`config.mk`:
```
export PLATFORM = sky130hd
export DESIGN_NAME = overlay_readback_error_cursor_cmds
export DESIGN_NICKNAME = d
export VERILOG_FILES = /design/src/verilog/ovl_cmd_pkg.sv /design/src/verilog/overlay_readback_error_cursor_cmds.sv
export VERILOG_INCLUDE_DIRS = /design/src /design/src/verilog
export SDC_FILE = /design/constraint.sdc
export NUM_CORES = 1
export LEC_CHECK = 0
export ABC_AREA = 1
export BUFFER_PORTS_ARGS = -buffer_cell sky130_fd_sc_hd__buf_2
export CORE_MARGIN = 4
export CORE_UTILIZATION = 23
export CTS_BUF_LIST = sky130_fd_sc_hd__clkbuf_8
export DETAILED_ROUTE_END_ITERATION = 8
export PLACE_DENSITY = 0.45
export SLEW_MARGIN = 30
export SYNTH_ARGS = -nofsm -noshare
export SYNTH_HDL_FRONTEND = slang
export SYNTH_SLANG_ARGS = --single-unit
```
`constraint.sdc`:
```
create_clock -name core_clk -period 30.5 [get_ports core_clk]
set_input_delay 9.15 -clock core_clk [delete_from_list [all_inputs] [get_ports core_clk]]
set_output_delay 9.15 -clock core_clk [all_outputs]
set_load 0.02 [all_outputs]
```
`src/verilog/ovl_cmd_map.svh`:
```
// offsets, field positions, codes and fixed values of the command block
`ifndef OVL_CMD_MAP_SVH
`define OVL_CMD_MAP_SVH
// ---------------------------------------------------------------
// register offsets
// ---------------------------------------------------------------
`define REG_CTRL      4'h0
`define REG_STATUS    4'h4
`define REG_XPOS      4'h8
`define REG_ANCHOR    4'hc
// ---------------------------------------------------------------
// field positions and reset values
// ---------------------------------------------------------------
`define CTRL_HEX      0
`define CTRL_ERR_EN   1
`define CTRL_EMU40    2
`define CTRL_RST      3'h0
// ---------------------------------------------------------------
// error codes
// ---------------------------------------------------------------
`define ERR_NONE      4'h0
`define ERR_RANGE     4'h1
`define ERR_INTEGER   4'h2
`define ERR_MEMORY    4'h3
`define ERR_OVERFLOW  4'h4
`define ERR_DIGIT     4'h5
`define ERR_OPCODE    4'h6
`define ERR_RUNNING   4'h7
`define ERR_STACK     4'h8
`define ERR_TOO_LONG  4'h9
`define ERR_AREA      4'ha
`define ERR_MISSING   4'hb
// ---------------------------------------------------------------
// fixed values
// ---------------------------------------------------------------
`define XH_FIXED      16'h0064
`define XH_FLAG_MAX   8'h04
`define RB_FLAG_MAX   8'h02
`define CHAR_CR       8'h0d
`define CHAR_COMMA    8'h2c
`define CHAR_ZERO     8'h30
`define DIGITS_LAST   3'h4
`define RB_HEX_BYTES  3'h4
`define STR_END       4'h8
`endif

```
`src/verilog/ovl_cmd_pkg.sv`:
```
// types shared by the command block
`default_nettype none
package ovl_cmd_pkg;
  typedef enum logic [3:0] {
    overlay_position_cmd, overlay_visibility_cmd, overlay_colour_cmd,
    full_screen_select_cmd, crosshair_enable_cmd, crosshair_move_cmd,
    rubber_band_cmd, readback_cmd, other_cmd, unknown_cmd
  } op_e;
  typedef enum logic [1:0] {shp_line, shp_rect, shp_cross} shape_e;
  typedef enum logic [1:0] {st_idle, st_err, st_rb, st_draw} st_e;
endpackage
`default_nettype wire

```
`src/verilog/overlay_readback_error_cursor_cmds.sv`:
```
// command interpreter: overlay window, readback, errors, cross hair
//
// Added by the designer: the register addresses and the plain strobed port.
`timescale 1ns/1ps
`default_nettype none
`include "ovl_cmd_map.svh"
module overlay_readback_error_cursor_cmds (
  // clock and reset
  input  wire logic               core_clk,
  input  wire logic               rst_n,
  // register port
  input  wire logic [3:0]         reg_addr,
  input  wire logic [31:0]        reg_wdata,
  input  wire logic               reg_wr,
  input  wire logic               reg_rd,
  output logic      [31:0]        reg_rdata,
  // decoded command stream
  input  wire logic               cmd_valid,
  output logic                    cmd_ready,
  input  wire ovl_cmd_pkg::op_e   cmd_op,
  input  wire logic [2:0]         cmd_nparam,
  input  wire logic [3:0]         cmd_err,
  input  wire logic [15:0]        cmd_p0,
  input  wire logic [15:0]        cmd_p1,
  input  wire logic [15:0]        cmd_p2,
  input  wire logic [15:0]        cmd_p3,
  input  wire logic [15:0]        cmd_p4,
  input  wire logic [15:0]        cmd_p5,
  // readback and error fifo write ports
  input  wire logic               rb_full,
  output logic                    rb_wr,
  output logic      [7:0]         rb_data,
  input  wire logic               err_full,
  output logic                    err_wr,
  output logic      [7:0]         err_data,
  // complement draw requests to the drawing engine
  output logic                    draw_valid,
  input  wire logic               draw_ready,
  output ovl_cmd_pkg::shape_e     draw_shape,
  output logic      [15:0]        draw_x0,
  output logic      [15:0]        draw_y0,
  output logic      [15:0]        draw_x1,
  output logic      [15:0]        draw_y1,
  output logic                    draw_clip_view,
  // overlay window placement
  output logic      [15:0]        ovl_x0,
  output logic      [15:0]        ovl_x1,
  output logic      [15:0]        ovl_y0,
  output logic      [15:0]        ovl_y1,
  output logic      [15:0]        ovl_col,
  output logic      [15:0]        ovl_row,
  // video compose
  input  wire logic [7:0]         gfx_pixel,
  input  wire logic [7:0]         emu_pixel,
  input  wire logic               in_window,
  input  wire logic               glyph_bit,
  input  wire logic               blink_attr,
  input  wire logic               blink_phase,
  input  wire logic               cursor_here,
  output logic      [7:0]         monitor_pixel
);
  import ovl_cmd_pkg::*;

  // ---------------------------------------------------------------
  // state
  // ---------------------------------------------------------------
  st_e         state;
  logic [2:0]  ctrl;
  logic        ovl_vis, full_emu;
  logic [7:0]  ovl_colour;
  logic [2:0]  xh_flag;
  logic [15:0] xh_w, xh_h, pos_x, pos_y, anc_x, anc_y;
  logic [1:0]  band_mode;
  // shapes now on screen, erased by complementing again
  logic        sh_xh_on, sh_band_on, sh_band_rect, sh_xh_view;
  logic [15:0] sh_xh_x, sh_xh_y, sh_xh_w, sh_xh_h;
  logic [15:0] sh_ax, sh_ay, sh_bx, sh_by;
  logic [3:0]  pend;
  logic [3:0]  err_code;
  logic [3:0]  str_idx;
  logic        rb_sel;
  logic [15:0] rb_val;
  logic [2:0]  dig_idx;
  logic        dig_seen;

  wire hex_mode = ctrl[`CTRL_HEX];
  wire take     = cmd_valid && cmd_ready;
  wire xh_on    = xh_flag != 3'h0;

  // ---------------------------------------------------------------
  // helpers
  // ---------------------------------------------------------------
  function automatic logic [63:0] err_text(input logic [3:0] c);
    case (c)
      `ERR_RANGE:    err_text = "Range";
      `ERR_INTEGER:  err_text = "Integer";
      `ERR_MEMORY:   err_text = "Memory";
      `ERR_OVERFLOW: err_text = "Overflow";
      `ERR_DIGIT:    err_text = "Digit";
      `ERR_OPCODE:   err_text = "Opcode";
      `ERR_RUNNING:  err_text = "Running";
      `ERR_STACK:    err_text = "Stack";
      `ERR_TOO_LONG: err_text = "Too long";
      `ERR_AREA:     err_text = "Area";
      default:       err_text = "Missing";
    endcase
  endfunction

  function automatic logic [15:0] pow10(input logic [2:0] i);
    case (i)
      3'h0:    pow10 = 16'h2710;
      3'h1:    pow10 = 16'h03e8;
      3'h2:    pow10 = 16'h0064;
      3'h3:    pow10 = 16'h000a;
      default: pow10 = 16'h0001;
    endcase
  endfunction

  function automatic logic [2:0] need(input op_e o, input logic [15:0] f);
    case (o)
      overlay_position_cmd: need = 3'h6;
      overlay_colour_cmd:   need = 3'h3;
      crosshair_move_cmd:   need = 3'h2;
      crosshair_enable_cmd: need = (f == 16'h1 || f == 16'h3) ? 3'h3 : 3'h1;
      readback_cmd:         need = 3'h0;
      other_cmd:            need = 3'h0;
      unknown_cmd:          need = 3'h0;
      default:              need = 3'h1;
    endcase
  endfunction

  // ---------------------------------------------------------------
  // command check
  // ---------------------------------------------------------------
  logic [3:0] next_err;
  always_comb begin
    next_err = cmd_err;
    if (next_err == `ERR_NONE) begin
      if (cmd_op == unknown_cmd)
        next_err = `ERR_OPCODE;
      else if (!hex_mode && cmd_nparam < need(cmd_op, cmd_p0))
        next_err = `ERR_MISSING;
      else if (cmd_op == crosshair_enable_cmd && cmd_p0 > {8'h0, `XH_FLAG_MAX})
        next_err = `ERR_RANGE;
      else if (cmd_op == rubber_band_cmd && cmd_p0 > {8'h0, `RB_FLAG_MAX})
        next_err = `ERR_RANGE;
    end
    if (hex_mode && (next_err == `ERR_INTEGER || next_err == `ERR_DIGIT ||
        next_err == `ERR_MISSING))
      next_err = `ERR_NONE;
  end

  // ---------------------------------------------------------------
  // sequencer: one command at a time
  // ---------------------------------------------------------------
  assign cmd_ready = (state == st_idle);
  always_ff @(posedge core_clk or negedge rst_n) begin
    if (!rst_n) begin
      state <= st_idle;
    end else begin
      case (state)
        st_idle: begin
          if (take && next_err != `ERR_NONE)
            state <= ctrl[`CTRL_ERR_EN] ? st_err : st_idle;
          else if (take && cmd_op == readback_cmd)
            state <= st_rb;
          else if (take && (cmd_op == crosshair_enable_cmd ||
                   cmd_op == crosshair_move_cmd || cmd_op == rubber_band_cmd))
            state <= st_draw;
        end
        // leave only once the closing byte has gone out
        st_err: if (err_wr && (hex_mode || err_data == `CHAR_CR))
          state <= st_idle;
        st_rb: if (rb_wr && rb_sel && (hex_mode ? dig_idx == `RB_HEX_BYTES :
                   dig_idx == 3'h0 && rb_data == `CHAR_CR)) state <= st_idle;
        st_draw: if (pend == 4'h0 && !draw_valid) state <= st_idle;
        default: state <= st_idle;
      endcase
    end
  end

  // ---------------------------------------------------------------
  // overlay and display settings
  // ---------------------------------------------------------------
  always_ff @(posedge core_clk or negedge rst_n) begin
    if (!rst_n) begin
      ovl_vis <= 1'b0;
      full_emu <= 1'b0;
      ovl_colour <= 8'h0f;
      {ovl_x0, ovl_x1, ovl_y0, ovl_y1, ovl_col, ovl_row} <= '0;
    end else if (take && next_err == `ERR_NONE) begin
      case (cmd_op)
        overlay_position_cmd: begin
          // pixels, origin lower left; cells, origin upper left
          ovl_x0 <= cmd_p0;
          ovl_x1 <= cmd_p1;
          ovl_y0 <= cmd_p2;
          ovl_y1 <= cmd_p3;
          ovl_col <= cmd_p4;
          ovl_row <= ctrl[`CTRL_EMU40] ? {cmd_p5[14:0], 1'b0} : cmd_p5;
        end
        overlay_visibility_cmd: ovl_vis <= cmd_p0[0];
        overlay_colour_cmd: ovl_colour <= cmd_p0[7:0];
        full_screen_select_cmd: full_emu <= cmd_p0[0];
        default: ;
      endcase
    end
  end

  // overlay is composed on the way out, memory untouched
  wire fg_on = (glyph_bit && !(blink_attr && blink_phase)) ||
               (cursor_here && !blink_phase);
  always_ff @(posedge core_clk or negedge rst_n) begin
    if (!rst_n)
      monitor_pixel <= 8'h00;
    else if (full_emu)
      monitor_pixel <= emu_pixel;
    else if (ovl_vis && in_window && fg_on)
      monitor_pixel <= ovl_colour;
    else
      monitor_pixel <= gfx_pixel;
  end

  // ---------------------------------------------------------------
  // cross hair and rubber band state, screen space
  // ---------------------------------------------------------------
  always_ff @(posedge core_clk or negedge rst_n) begin
    if (!rst_n) begin
      xh_flag <= 3'h0;
      {xh_w, xh_h, pos_x, pos_y, anc_x, anc_y} <= '0;
      band_mode <= 2'h0;
      pend <= 4'h0;
    end else if (take && next_err == `ERR_NONE) begin
      case (cmd_op)
        crosshair_enable_cmd: begin
          xh_flag <= cmd_p0[2:0];
          if (cmd_p0[2:0] == 3'h2 || cmd_p0[2:0] == 3'h4) begin
            xh_w <= `XH_FIXED;
            xh_h <= `XH_FIXED;
          end else if (cmd_p0[0]) begin
            xh_w <= cmd_p1;
            xh_h <= cmd_p2;
          end
          pend <= {cmd_p0[2:0] != 3'h0, 2'b00, sh_xh_on};
        end
        crosshair_move_cmd: begin
          pos_x <= cmd_p0;
          pos_y <= cmd_p1;
          pend <= {xh_on, band_mode != 2'h0, sh_band_on, sh_xh_on};
        end
        rubber_band_cmd: begin
          band_mode <= cmd_p0[1:0];
          anc_x <= pos_x;
          anc_y <= pos_y;
          pend <= {3'b000, 1'b0} | {2'b00, sh_band_on, 1'b0};
        end
        default: ;
      endcase
    end else if (state == st_draw && (!draw_valid || draw_ready)) begin
      // retire the lowest pending step as it is issued
      if (pend[0]) pend[0] <= 1'b0;
      else if (pend[1]) pend[1] <= 1'b0;
      else if (pend[2]) pend[2] <= 1'b0;
      else pend[3] <= 1'b0;
    end
  end

  // ---------------------------------------------------------------
  // draw issue: erase old, then draw new, all by complement
  // ---------------------------------------------------------------
  wire issue = state == st_draw && pend != 4'h0 && (!draw_valid || draw_ready);
  always_ff @(posedge core_clk or negedge rst_n) begin
    if (!rst_n) begin
      draw_valid <= 1'b0;
      draw_shape <= shp_line;
      {draw_x0, draw_y0, draw_x1, draw_y1} <= '0;
      draw_clip_view <= 1'b0;
      {sh_xh_on, sh_band_on, sh_band_rect, sh_xh_view} <= '0;
      {sh_xh_x, sh_xh_y, sh_xh_w, sh_xh_h} <= '0;
      {sh_ax, sh_ay, sh_bx, sh_by} <= '0;
    end else if (issue) begin
      draw_valid <= 1'b1;
      if (pend[0] || pend[2:1] == 2'b00) begin // same order as retire
        draw_shape <= shp_cross;
        draw_clip_view <= pend[0] ? sh_xh_view : xh_flag[2] || xh_flag == 3'h3;
        draw_x0 <= pend[0] ? sh_xh_x : pos_x;
        draw_y0 <= pend[0] ? sh_xh_y : pos_y;
        draw_x1 <= pend[0] ? sh_xh_w : xh_w;
        draw_y1 <= pend[0] ? sh_xh_h : xh_h;
        sh_xh_on <= !pend[0];
        if (!pend[0]) begin
          {sh_xh_x, sh_xh_y, sh_xh_w, sh_xh_h} <= {pos_x, pos_y, xh_w, xh_h};
          sh_xh_view <= xh_flag[2] || xh_flag == 3'h3;
        end
      end else if (pend[1]) begin
        draw_shape <= sh_band_rect ? shp_rect : shp_line;
        draw_clip_view <= 1'b0;
        {draw_x0, draw_y0, draw_x1, draw_y1} <= {sh_ax, sh_ay, sh_bx, sh_by};
        sh_band_on <= 1'b0;
      end else begin
        draw_shape <= band_mode[1] ? shp_rect : shp_line;
        draw_clip_view <= 1'b0;
        {draw_x0, draw_y0, draw_x1, draw_y1} <= {anc_x, anc_y, pos_x, pos_y};
        {sh_ax, sh_ay, sh_bx, sh_by} <= {anc_x, anc_y, pos_x, pos_y};
        sh_band_on <= 1'b1;
        sh_band_rect <= band_mode[1];
      end
    end else if (draw_ready) begin
      draw_valid <= 1'b0;
    end
  end

  // ---------------------------------------------------------------
  // error report into the error fifo
  // ---------------------------------------------------------------
  wire [63:0] etxt = err_text(err_code);
  wire [7:0]  echr = etxt[8'd63 - {str_idx[2:0], 3'b000} -: 8];
  always_ff @(posedge core_clk or negedge rst_n) begin
    if (!rst_n) begin
      err_code <= `ERR_NONE;
      str_idx <= 4'h0;
      err_wr <= 1'b0;
      err_data <= 8'h00;
    end else begin
      err_wr <= 1'b0;
      if (state == st_idle && take) begin
        err_code <= next_err;
        str_idx <= 4'h0;
      end else if (state == st_err && !err_full && !err_wr) begin
        if (hex_mode) begin
          err_wr <= 1'b1;
          err_data <= {4'h0, err_code};
        end else if (str_idx == `STR_END) begin
          err_wr <= 1'b1;
          err_data <= `CHAR_CR;
        end else begin
          err_wr <= echr != 8'h00; // leading pad bytes skipped
          err_data <= echr;
          str_idx <= str_idx + 4'h1;
        end
      end
    end
  end

  // ---------------------------------------------------------------
  // readback of the cross hair position into the readback fifo
  // ---------------------------------------------------------------
  wire [15:0] pw    = pow10(dig_idx);
  wire [15:0] digit = rb_val / pw;
  always_ff @(posedge core_clk or negedge rst_n) begin
    if (!rst_n) begin
      rb_sel <= 1'b0;
      rb_val <= 16'h0;
      dig_idx <= 3'h0;
      dig_seen <= 1'b0;
      rb_wr <= 1'b0;
      rb_data <= 8'h00;
    end else begin
      rb_wr <= 1'b0;
      if (state == st_idle && take) begin
        rb_sel <= 1'b0;
        rb_val <= pos_x;
        dig_idx <= 3'h0;
        dig_seen <= 1'b0;
      end else if (state == st_rb && !rb_full && !rb_wr) begin
        if (hex_mode) begin
          rb_wr <= 1'b1;
          rb_data <= dig_seen ? rb_val[7:0] : rb_val[15:8];
          dig_seen <= !dig_seen;
          dig_idx <= dig_idx + 3'h1; // bytes sent so far
          if (dig_seen) begin
            rb_sel <= 1'b1;
            rb_val <= pos_y;
          end
        end else if (dig_idx > `DIGITS_LAST) begin
          rb_wr <= 1'b1;
          rb_data <= rb_sel ? `CHAR_CR : `CHAR_COMMA;
          dig_idx <= rb_sel ? 3'h0 : 3'h0;
          dig_seen <= 1'b0;
          if (!rb_sel) begin
            rb_sel <= 1'b1;
            rb_val <= pos_y;
          end
        end else begin
          rb_wr <= digit != 16'h0 || dig_seen || dig_idx == `DIGITS_LAST;
          rb_data <= `CHAR_ZERO + digit[7:0];
          dig_seen <= dig_seen || digit != 16'h0;
          rb_val <= rb_val % pw;
          dig_idx <= dig_idx + 3'h1;
        end
      end
    end
  end

  // ---------------------------------------------------------------
  // register port, read data one cycle after the strobe
  // ---------------------------------------------------------------
  always_ff @(posedge core_clk or negedge rst_n) begin
    if (!rst_n)
      ctrl <= `CTRL_RST;
    else if (reg_wr && reg_addr == `REG_CTRL)
      ctrl <= reg_wdata[2:0];
  end

  always_ff @(posedge core_clk or negedge rst_n) begin
    if (!rst_n) begin
      reg_rdata <= 32'h0;
    end else if (reg_rd) begin
      case (reg_addr)
        `REG_CTRL:   reg_rdata <= {29'h0, ctrl};
        `REG_STATUS: reg_rdata <= {20'h0, band_mode, xh_flag, full_emu,
                                   ovl_vis, state != st_idle, 4'h0};
        `REG_XPOS:   reg_rdata <= {pos_y, pos_x};
        `REG_ANCHOR: reg_rdata <= {anc_y, anc_x};
        default:     reg_rdata <= 32'h0;
      endcase
    end else begin
      reg_rdata <= 32'h0;
    end
  end
endmodule
`default_nettype wire

```
==> impl_results.md, run 1 <==
- Die area: ~130,000 um2
- Initial core utilization: 23.2%
- Min-delay src: ovl_y1[2]
- Hold endpoint: ovl_y1[2]
- Post-route DRC: 0
- Core region area: between 100,000 and 150,000 um2
- CTS tree: built
- CTS Root Cell: clkbuf_8
- Die span in y: 361 um
- GP Congestion: roughly 0.86
- Clk sink count: 502
- RR Endpoint: rb_val[8]
- Row count: approximately 130
- Distinct cells, synth: 61
- Longest Clk Path Bufs: 3
- Final period util: 89.9%
- Vias per Instance: 4.43
- Post-DP HPWL: 76.3 mm
- Max reg flops: 32
- Compound-gate portion of the synthesized area: 15.3%
- 1st-iter DRT viols: between 1.5k and 2k
- First-pass GRT wire length: 161 mm
- Top FF cell, synth: dfrtp_1
- Critical Path End Type: flop
- Largest net degree at the start of global routing: about 150
- Final nets: roughly 4.6k
- Syn nets: 4,083
- Synth Area in Adders: under 10%
- Most frequent cells in the layout: nand2_1, dfrtp_1, inv_1
- Clock Latency Late Sink: 690 ps
- H-tree level count: 3
- Die width: 361 um
- Slew Limit Fails: 0
- Largest family of logic cells by synthesized area: simple AND/OR/NAND/NOR gates
- IO Port Bufs: 364
- Post-route worst setup slack: 3070 ps
- Hold Crit Depth: 2
- Multi-input gate area in the final layout: roughly 14,000 um2
- Post-synthesis register bit count: 502
- Kind of critical path: reg -> reg
- Via Count: 26.7k
- GRT Overall Usage: between 10% and 20%
- Share of cells above drive strength 1: 20.3%
- Worst Path Max Fanout: 15
- Req. time, crit path: 31,050 ps
- Most flops, register: reg_rdata
- Relative slew slack: 37.9%
- Status: complete, no violations
- Post-synth ARST share: 100%
- Gate Count Post-Synth: 3,764
- CP bufs+invs: 26
- Max-cap violations: 0
- Mux cell area share after synthesis: 0%
- Reg clk slew, reported paths: 60 ps
- CP max stage cell: fa_1
- Post-synthesis xor/xnor area fraction: 2.29%
- Clock Skews: 25.9 ps
- Worst r2r src: dig_idx[0]
- R2R cell count: between 200 and 250
- Min Hold Slack: 468 ps
- Post-Route Setup TNS: 0 ps
- Worst path max stage delay: between 400 and 500 ps
- Most used cell, CP: nand2_1
- Min cycle time layout: approximately 27,000 ps
- Num CTS Buffers: between 80 and 90
- Most common cell after layout, fill and taps aside: nand2_1
- Post-Route WL: 105 mm
- CP startpoint kind: flop
- Drt pass-1 iters: 5
- Dpl ws: 2040 ps
- Dpl cells: 5,871
- Final hold violations: 0
- Number of hold buffers added after cts: 0
- HP Class: reg -> reg
- Initial antenna violation count: 4
- Post-Layout Cell Count: approximately 6.0k
- Num ports: approximately 400
- Post-route ant nets: 0
- Delay-heaviest family, CP: simple AND/OR/NAND/NOR gates
- Final-report setup violation count: 0
- Reg-to-reg setup timing slack: 3070 ps
- Vias in the first global route: 26.1k
- Synth Area in Simple Gates: ~24%
- Sequential share of the synthesized area: 43.9%
- Slew @ Worst Pin: about 930 ps
- Area delta synth->final: 25.0%
- Post-synth EDFFs: 0
- Filler cells: 13.7k
- Crit path DAT: 27,980 ps
- Max Clk Rate: between 30 and 40 MHz
- Synth warnings: 0
- Routed wirelength normalized by instance count: 17.3 um
- Synthesized cell area: 28,600 um2
- Avg Cell Area, Syn: 7.60 um2
- GR Overflow Total: 0
- FF+latch area: 12,600 um2
## cell usage after synthesis (29+ instances only)
| master | instances | area (um2) |
|---|---|---|
| nand2_1 | 1243 | 4670 |
| a21oi_1 | 134 | 671 |
| o22ai_1 | 44 | 275 |
| o21ai_0 | 402 | 2010 |
| dfrtp_1 | 498 | 12500 |
| xnor2_1 | 38 | 333 |
| nand3_1 | 147 | 736 |
| xor2_1 | 37 | 324 |
| o31ai_1 | 29 | 218 |
| inv_1 | 398 | 1490 |
| clkbuf_1 | 140 | 526 |
| nor2_1 | 168 | 631 |
| ha_1 | 146 | 1830 |
## tightest hold or removal path: cells and delay by family (launching register included)
kind          cells  cell delay (ps)
flops             1              340
simple gates      2              100
## per-layer routing
metal,GRT usage (%),wire length (um),up-vias
met3,4.58,7450,139
li1,-,-,13375
met1,20.6,46800,12583
met2,25.6,48200,602
met4,3.33,2040,4
met5,0,16,-
## metrics by stage
stage / utilization (%) / cell area (um2)
2_1_floorplan: - / 28600
3_3_place_gp: 27.5 / 33900
3_5_place_dp: 27.5 / 34000
4_1_cts: 28.9 / 35700
5_1_grt: 28.9 / 35800
6_report: 28.9 / 35800
## final cells by class
cell class	count	area share (%)
antenna	1	0.00699
clock buffer	102	3.92
clock inverter	52	0.898
inverter	425	4.50
multi-input combinational	2676	39.0
sequential	502	35.1
tap	1637	5.72
timing repair buffer	632	10.9
## cells by family (layout without fill, tap and decap cells)
| group | count (synthesis) | in the layout |
|---|---|---|
| buffers and inverters | 586 | 1211 |
| AOI/OAI and AO/OA | 763 | 763 |
| other | 1 | 2 |
| adders and majority gates | 147 | 147 |
| DFF | 502 | 502 |
| xor gates and xnor gates | 75 | 75 |
| and+or+nand+nor | 1690 | 1690 |
## how the worst max path moves through the flow
stage / start / end / slack, ps / cells after the start
6_report: dig_idx[0] / rb_val[8] / 3070 / 218
5_1_grt: dig_idx[0] / rb_val[8] / -3 / 228
4_1_cts: dig_idx[0] / rb_val[15] / 1860 / 224
3_5_place_dp: dig_idx[0] / rb_val[15] / 2040 / 226
3_3_place_gp: dig_idx[0] / rb_val[15] / 2120 / 224
2_1_floorplan: dig_idx[0] / rb_val[15] / 1670 / 224
## timing repair
action / 4_1_cts / 5_1_grt
endpoints found under the setup margin: 0 / 19
resized for setup: 0 / 32
buffers inserted: 0 / 1
Power of run 1 is left out: the tool's default activity adds up to more than one toggle a clock period on the data nets, which glitch-free logic cannot reach.
==> inputs of run 2 (changes only) <==
ABC_AREA = 0   (was 1)
==> run 2 against run 1 <==
Effect of this change:
- setup slack lost 1400 ps
- flip-flop and latch count stayed put
- clock skew rose by 56 ps
- design area up 6.4%
- worst hold slack better by 6.1 ps
- clock-buffer cell count increased by 12
- via count down 2.8%
- critical endpoint is now rb_val[15]
- largest cell class unchanged
- highest routed layer is now met4
==> impl_results.md, run 2 <==
- Status: complete, no violations
- Row count: 130 (+0.78%)
- Post-synth top area cell: dfrtp_1
- Largest net degree at the start of global routing: 148 (+2.1%)
- Clock Latency Late Sink: 800 ps (+110 ps)
- CP max stage cell: or4b_4
- Final nets: 3,973 (-14%)
- Reg clk slew, reported paths: 50 ps (about the same)
- Gate Count Post-Synth: 2,902 (-23%)
- Clk sink count: 502 (unchanged)
- Critical Path End Type: flop
- Post-Route WL: 110 mm (+5.5%)
- Synthesized cell area: 29,100 um2 (+1.5%)
- Filler cells: 13.3k (-2.9%)
- Synth top area share: 42.9% (-0.64 points)
- GR Overflow Total: 0 (unchanged)
- Die area: 132,000 um2 (+1.5%)
- Die width: 363 um (+0.73%)
- Final-report setup violation count: 0 (unchanged)
- Crit path DAT: 29,540 ps (+1560 ps)
- Sequential share of the synthesized area: 43.3% (-0.64 points)
- Avg Cell Area, Syn: 10.0 um2 (+32%)
- Most common cell after layout, fill and taps aside: dfrtp_1
- CTS tree: built
- Commonest cells in the synthesized netlist: dfrtp_1, nand2_1, mux2_2
- Max Clk Rate: 34.7 MHz (-4.9%)
- Relative slew slack: 33.9% (-3.9 points)
- Final hold violations: 0 (unchanged)
- Post-synth EDFFs: 0 (unchanged)
- Worst path max stage delay: 570 ps (+100 ps)
- Syn nets: 3,221 (-21%)
- H-tree level count: 3 (unchanged)
- Share of cells above drive strength 1: 35.9% (+16 points)
- Final period util: 94.5% (+4.6 points)
- Min Hold Slack: 474 ps (+6.13 ps)
- Most flops, register: reg_rdata
- CP startpoint kind: flop
- Req. time, crit path: 31,220 ps (+170 ps)
- HP Class: reg -> reg
- Post-route DRC: 0 (unchanged)
- Drt pass-1 iters: 8 (+3)
- Distinct cells, synth: 96 (+57%)
- Top FF cell, synth: dfrtp_1
- Post-route ant nets: 0 (unchanged)
- Most frequent cells in the layout: dfrtp_1, buf_4, buf_2
- Worst Path Max Fanout: 7 (-8)
- Via Count: 25.9k (-2.8%)
- Post-DP HPWL: 80.9 mm (+6.0%)
- Final Util: 30.3% (+1.4 points)
- Slew @ Worst Pin: 987 ps (+55.0 ps)
- Vias per Instance: 4.83 (+8.9%)
- Most area-consuming cells after synthesis: dfrtp_1, mux2_2, ha_1
- IO Port Bufs: 364 (unchanged)
- GP Congestion: 0.887 (+3.4%)
- Post-synth ARST share: 100% (unchanged)
- Die span in y: 363 um (+0.73%)
- Synth warnings: 0 (unchanged)
- Clock Skews: 81.9 ps (+56.0 ps)
- Post-route worst setup slack: 1680 ps (-1400 ps)
- Most used cell, CP: ha_1
- Slew Limit Fails: 0 (unchanged)
- Vias in the first global route: 26.1k (-0.042%)
- Routed wirelength normalized by instance count: 20.5 um (+18%)
- First-pass GRT wire length: 164 mm (+2.2%)
- Core region area: 126,000 um2 (+1.6%)
- Max reg flops: 32 (unchanged)
- Initial antenna violation count: 10 (+6)
- Kind of critical path: reg -> reg
- 1st-iter DRT viols: 1,717 (-3.6%)
- Longest Clk Path Bufs: 3 (unchanged)
- Initial core utilization: 23.1% (about the same)
- Area delta synth->final: 31.1%
- Dpl ws: 185 ps (-1850 ps)
- Min cycle time layout: 28,820 ps (+1400 ps)
- Number of hold buffers added after cts: 0 (unchanged)
- Num CTS Buffers: 93 (+9.4%)
- CTS Root Cell: clkbuf_8
- Max-cap violations: 0 (unchanged)
- Post-synthesis register bit count: 502 (unchanged)
- GRT Overall Usage: 16.3% (+0.67 points)
- Num ports: 395 (unchanged)
- Count leader, synth: dfrtp_1
-- run 2: repair_timing --
action,in CTS,in global routing
endpoints found under the hold margin,0,0
pin swaps,0,17
gates resized for setup,1,71
setup buffers,0,8
endpoints found under the setup margin,1,19
-- run 2: worst max-delay path, delay by kind of cell (launching register included) --
kind            cells  cell delay [ps]
compound gates     73            13990
simple gates       29             5950
mux                 5             1470
flops               1              400
buf+inv            14             2020
fa+ha+maj          17             4860
-- run 2: metrics by stage --
stage / std cells / setup TNS, ps / area [um2]
global route: 5368 / -1100 / 38100
CTS: 5356 / 0 / 37700
detailed placement: 5199 / 0 / 35800
global placement: 5198 / -16.3 / 35800
finish: 5375 / 0 / 38100
floorplan: 2902 / 0 / 29100
-- run 2: cells by family after synthesis --
logic type	share of synthesized area (%)
xor+xnor	1.81
flops	43.3
mux	14.4
buf+inv	2.89
simple gates	13.3
compound gates	18.0
other cells	0.0129
fa+ha+maj	6.36
-- run 2: final cells by class --
type / count / area [um2] / area share (%)
diodes: 9 / 22.5 / 0.0591
clock buffers: 114 / 1570 / 4.12
clock inverters: 43 / 299 / 0.785
inverters: 58 / 218 / 0.572
multi-input cells: 2180 / 16000 / 42.0
flip-flops and latches: 502 / 12600 / 33.0
well taps: 1650 / 2060 / 5.42
repair buffers: 819 / 5330 / 14.0
-- run 2: path summary, 6_finish.rpt --
kind                            start       endpoint  slack, ps  cells past startpoint
max                        dig_idx[0]     rb_val[15]       1680                    138
min                          sh_ay[7]       sh_ay[7]        470                      2
max reg2reg                dig_idx[0]     rb_val[15]       1680                    138
min reg2reg                  sh_ay[7]       sh_ay[7]        470                      2
max in group asynchronous       rst_n  reg_rdata[14]      19890                      4
min in group asynchronous       rst_n      ovl_x1[0]       8260                      1
-- run 2: metal layers --
layer,vias up,track usage [%],share of wire [%]
li1,12263,-,-
met1,12809,21.6,45
met2,699,25.7,45
met3,172,4.35,7.0
met4,0,5.76,3.3
met5,-,0,0
Power of run 2 is left out for the same reason.
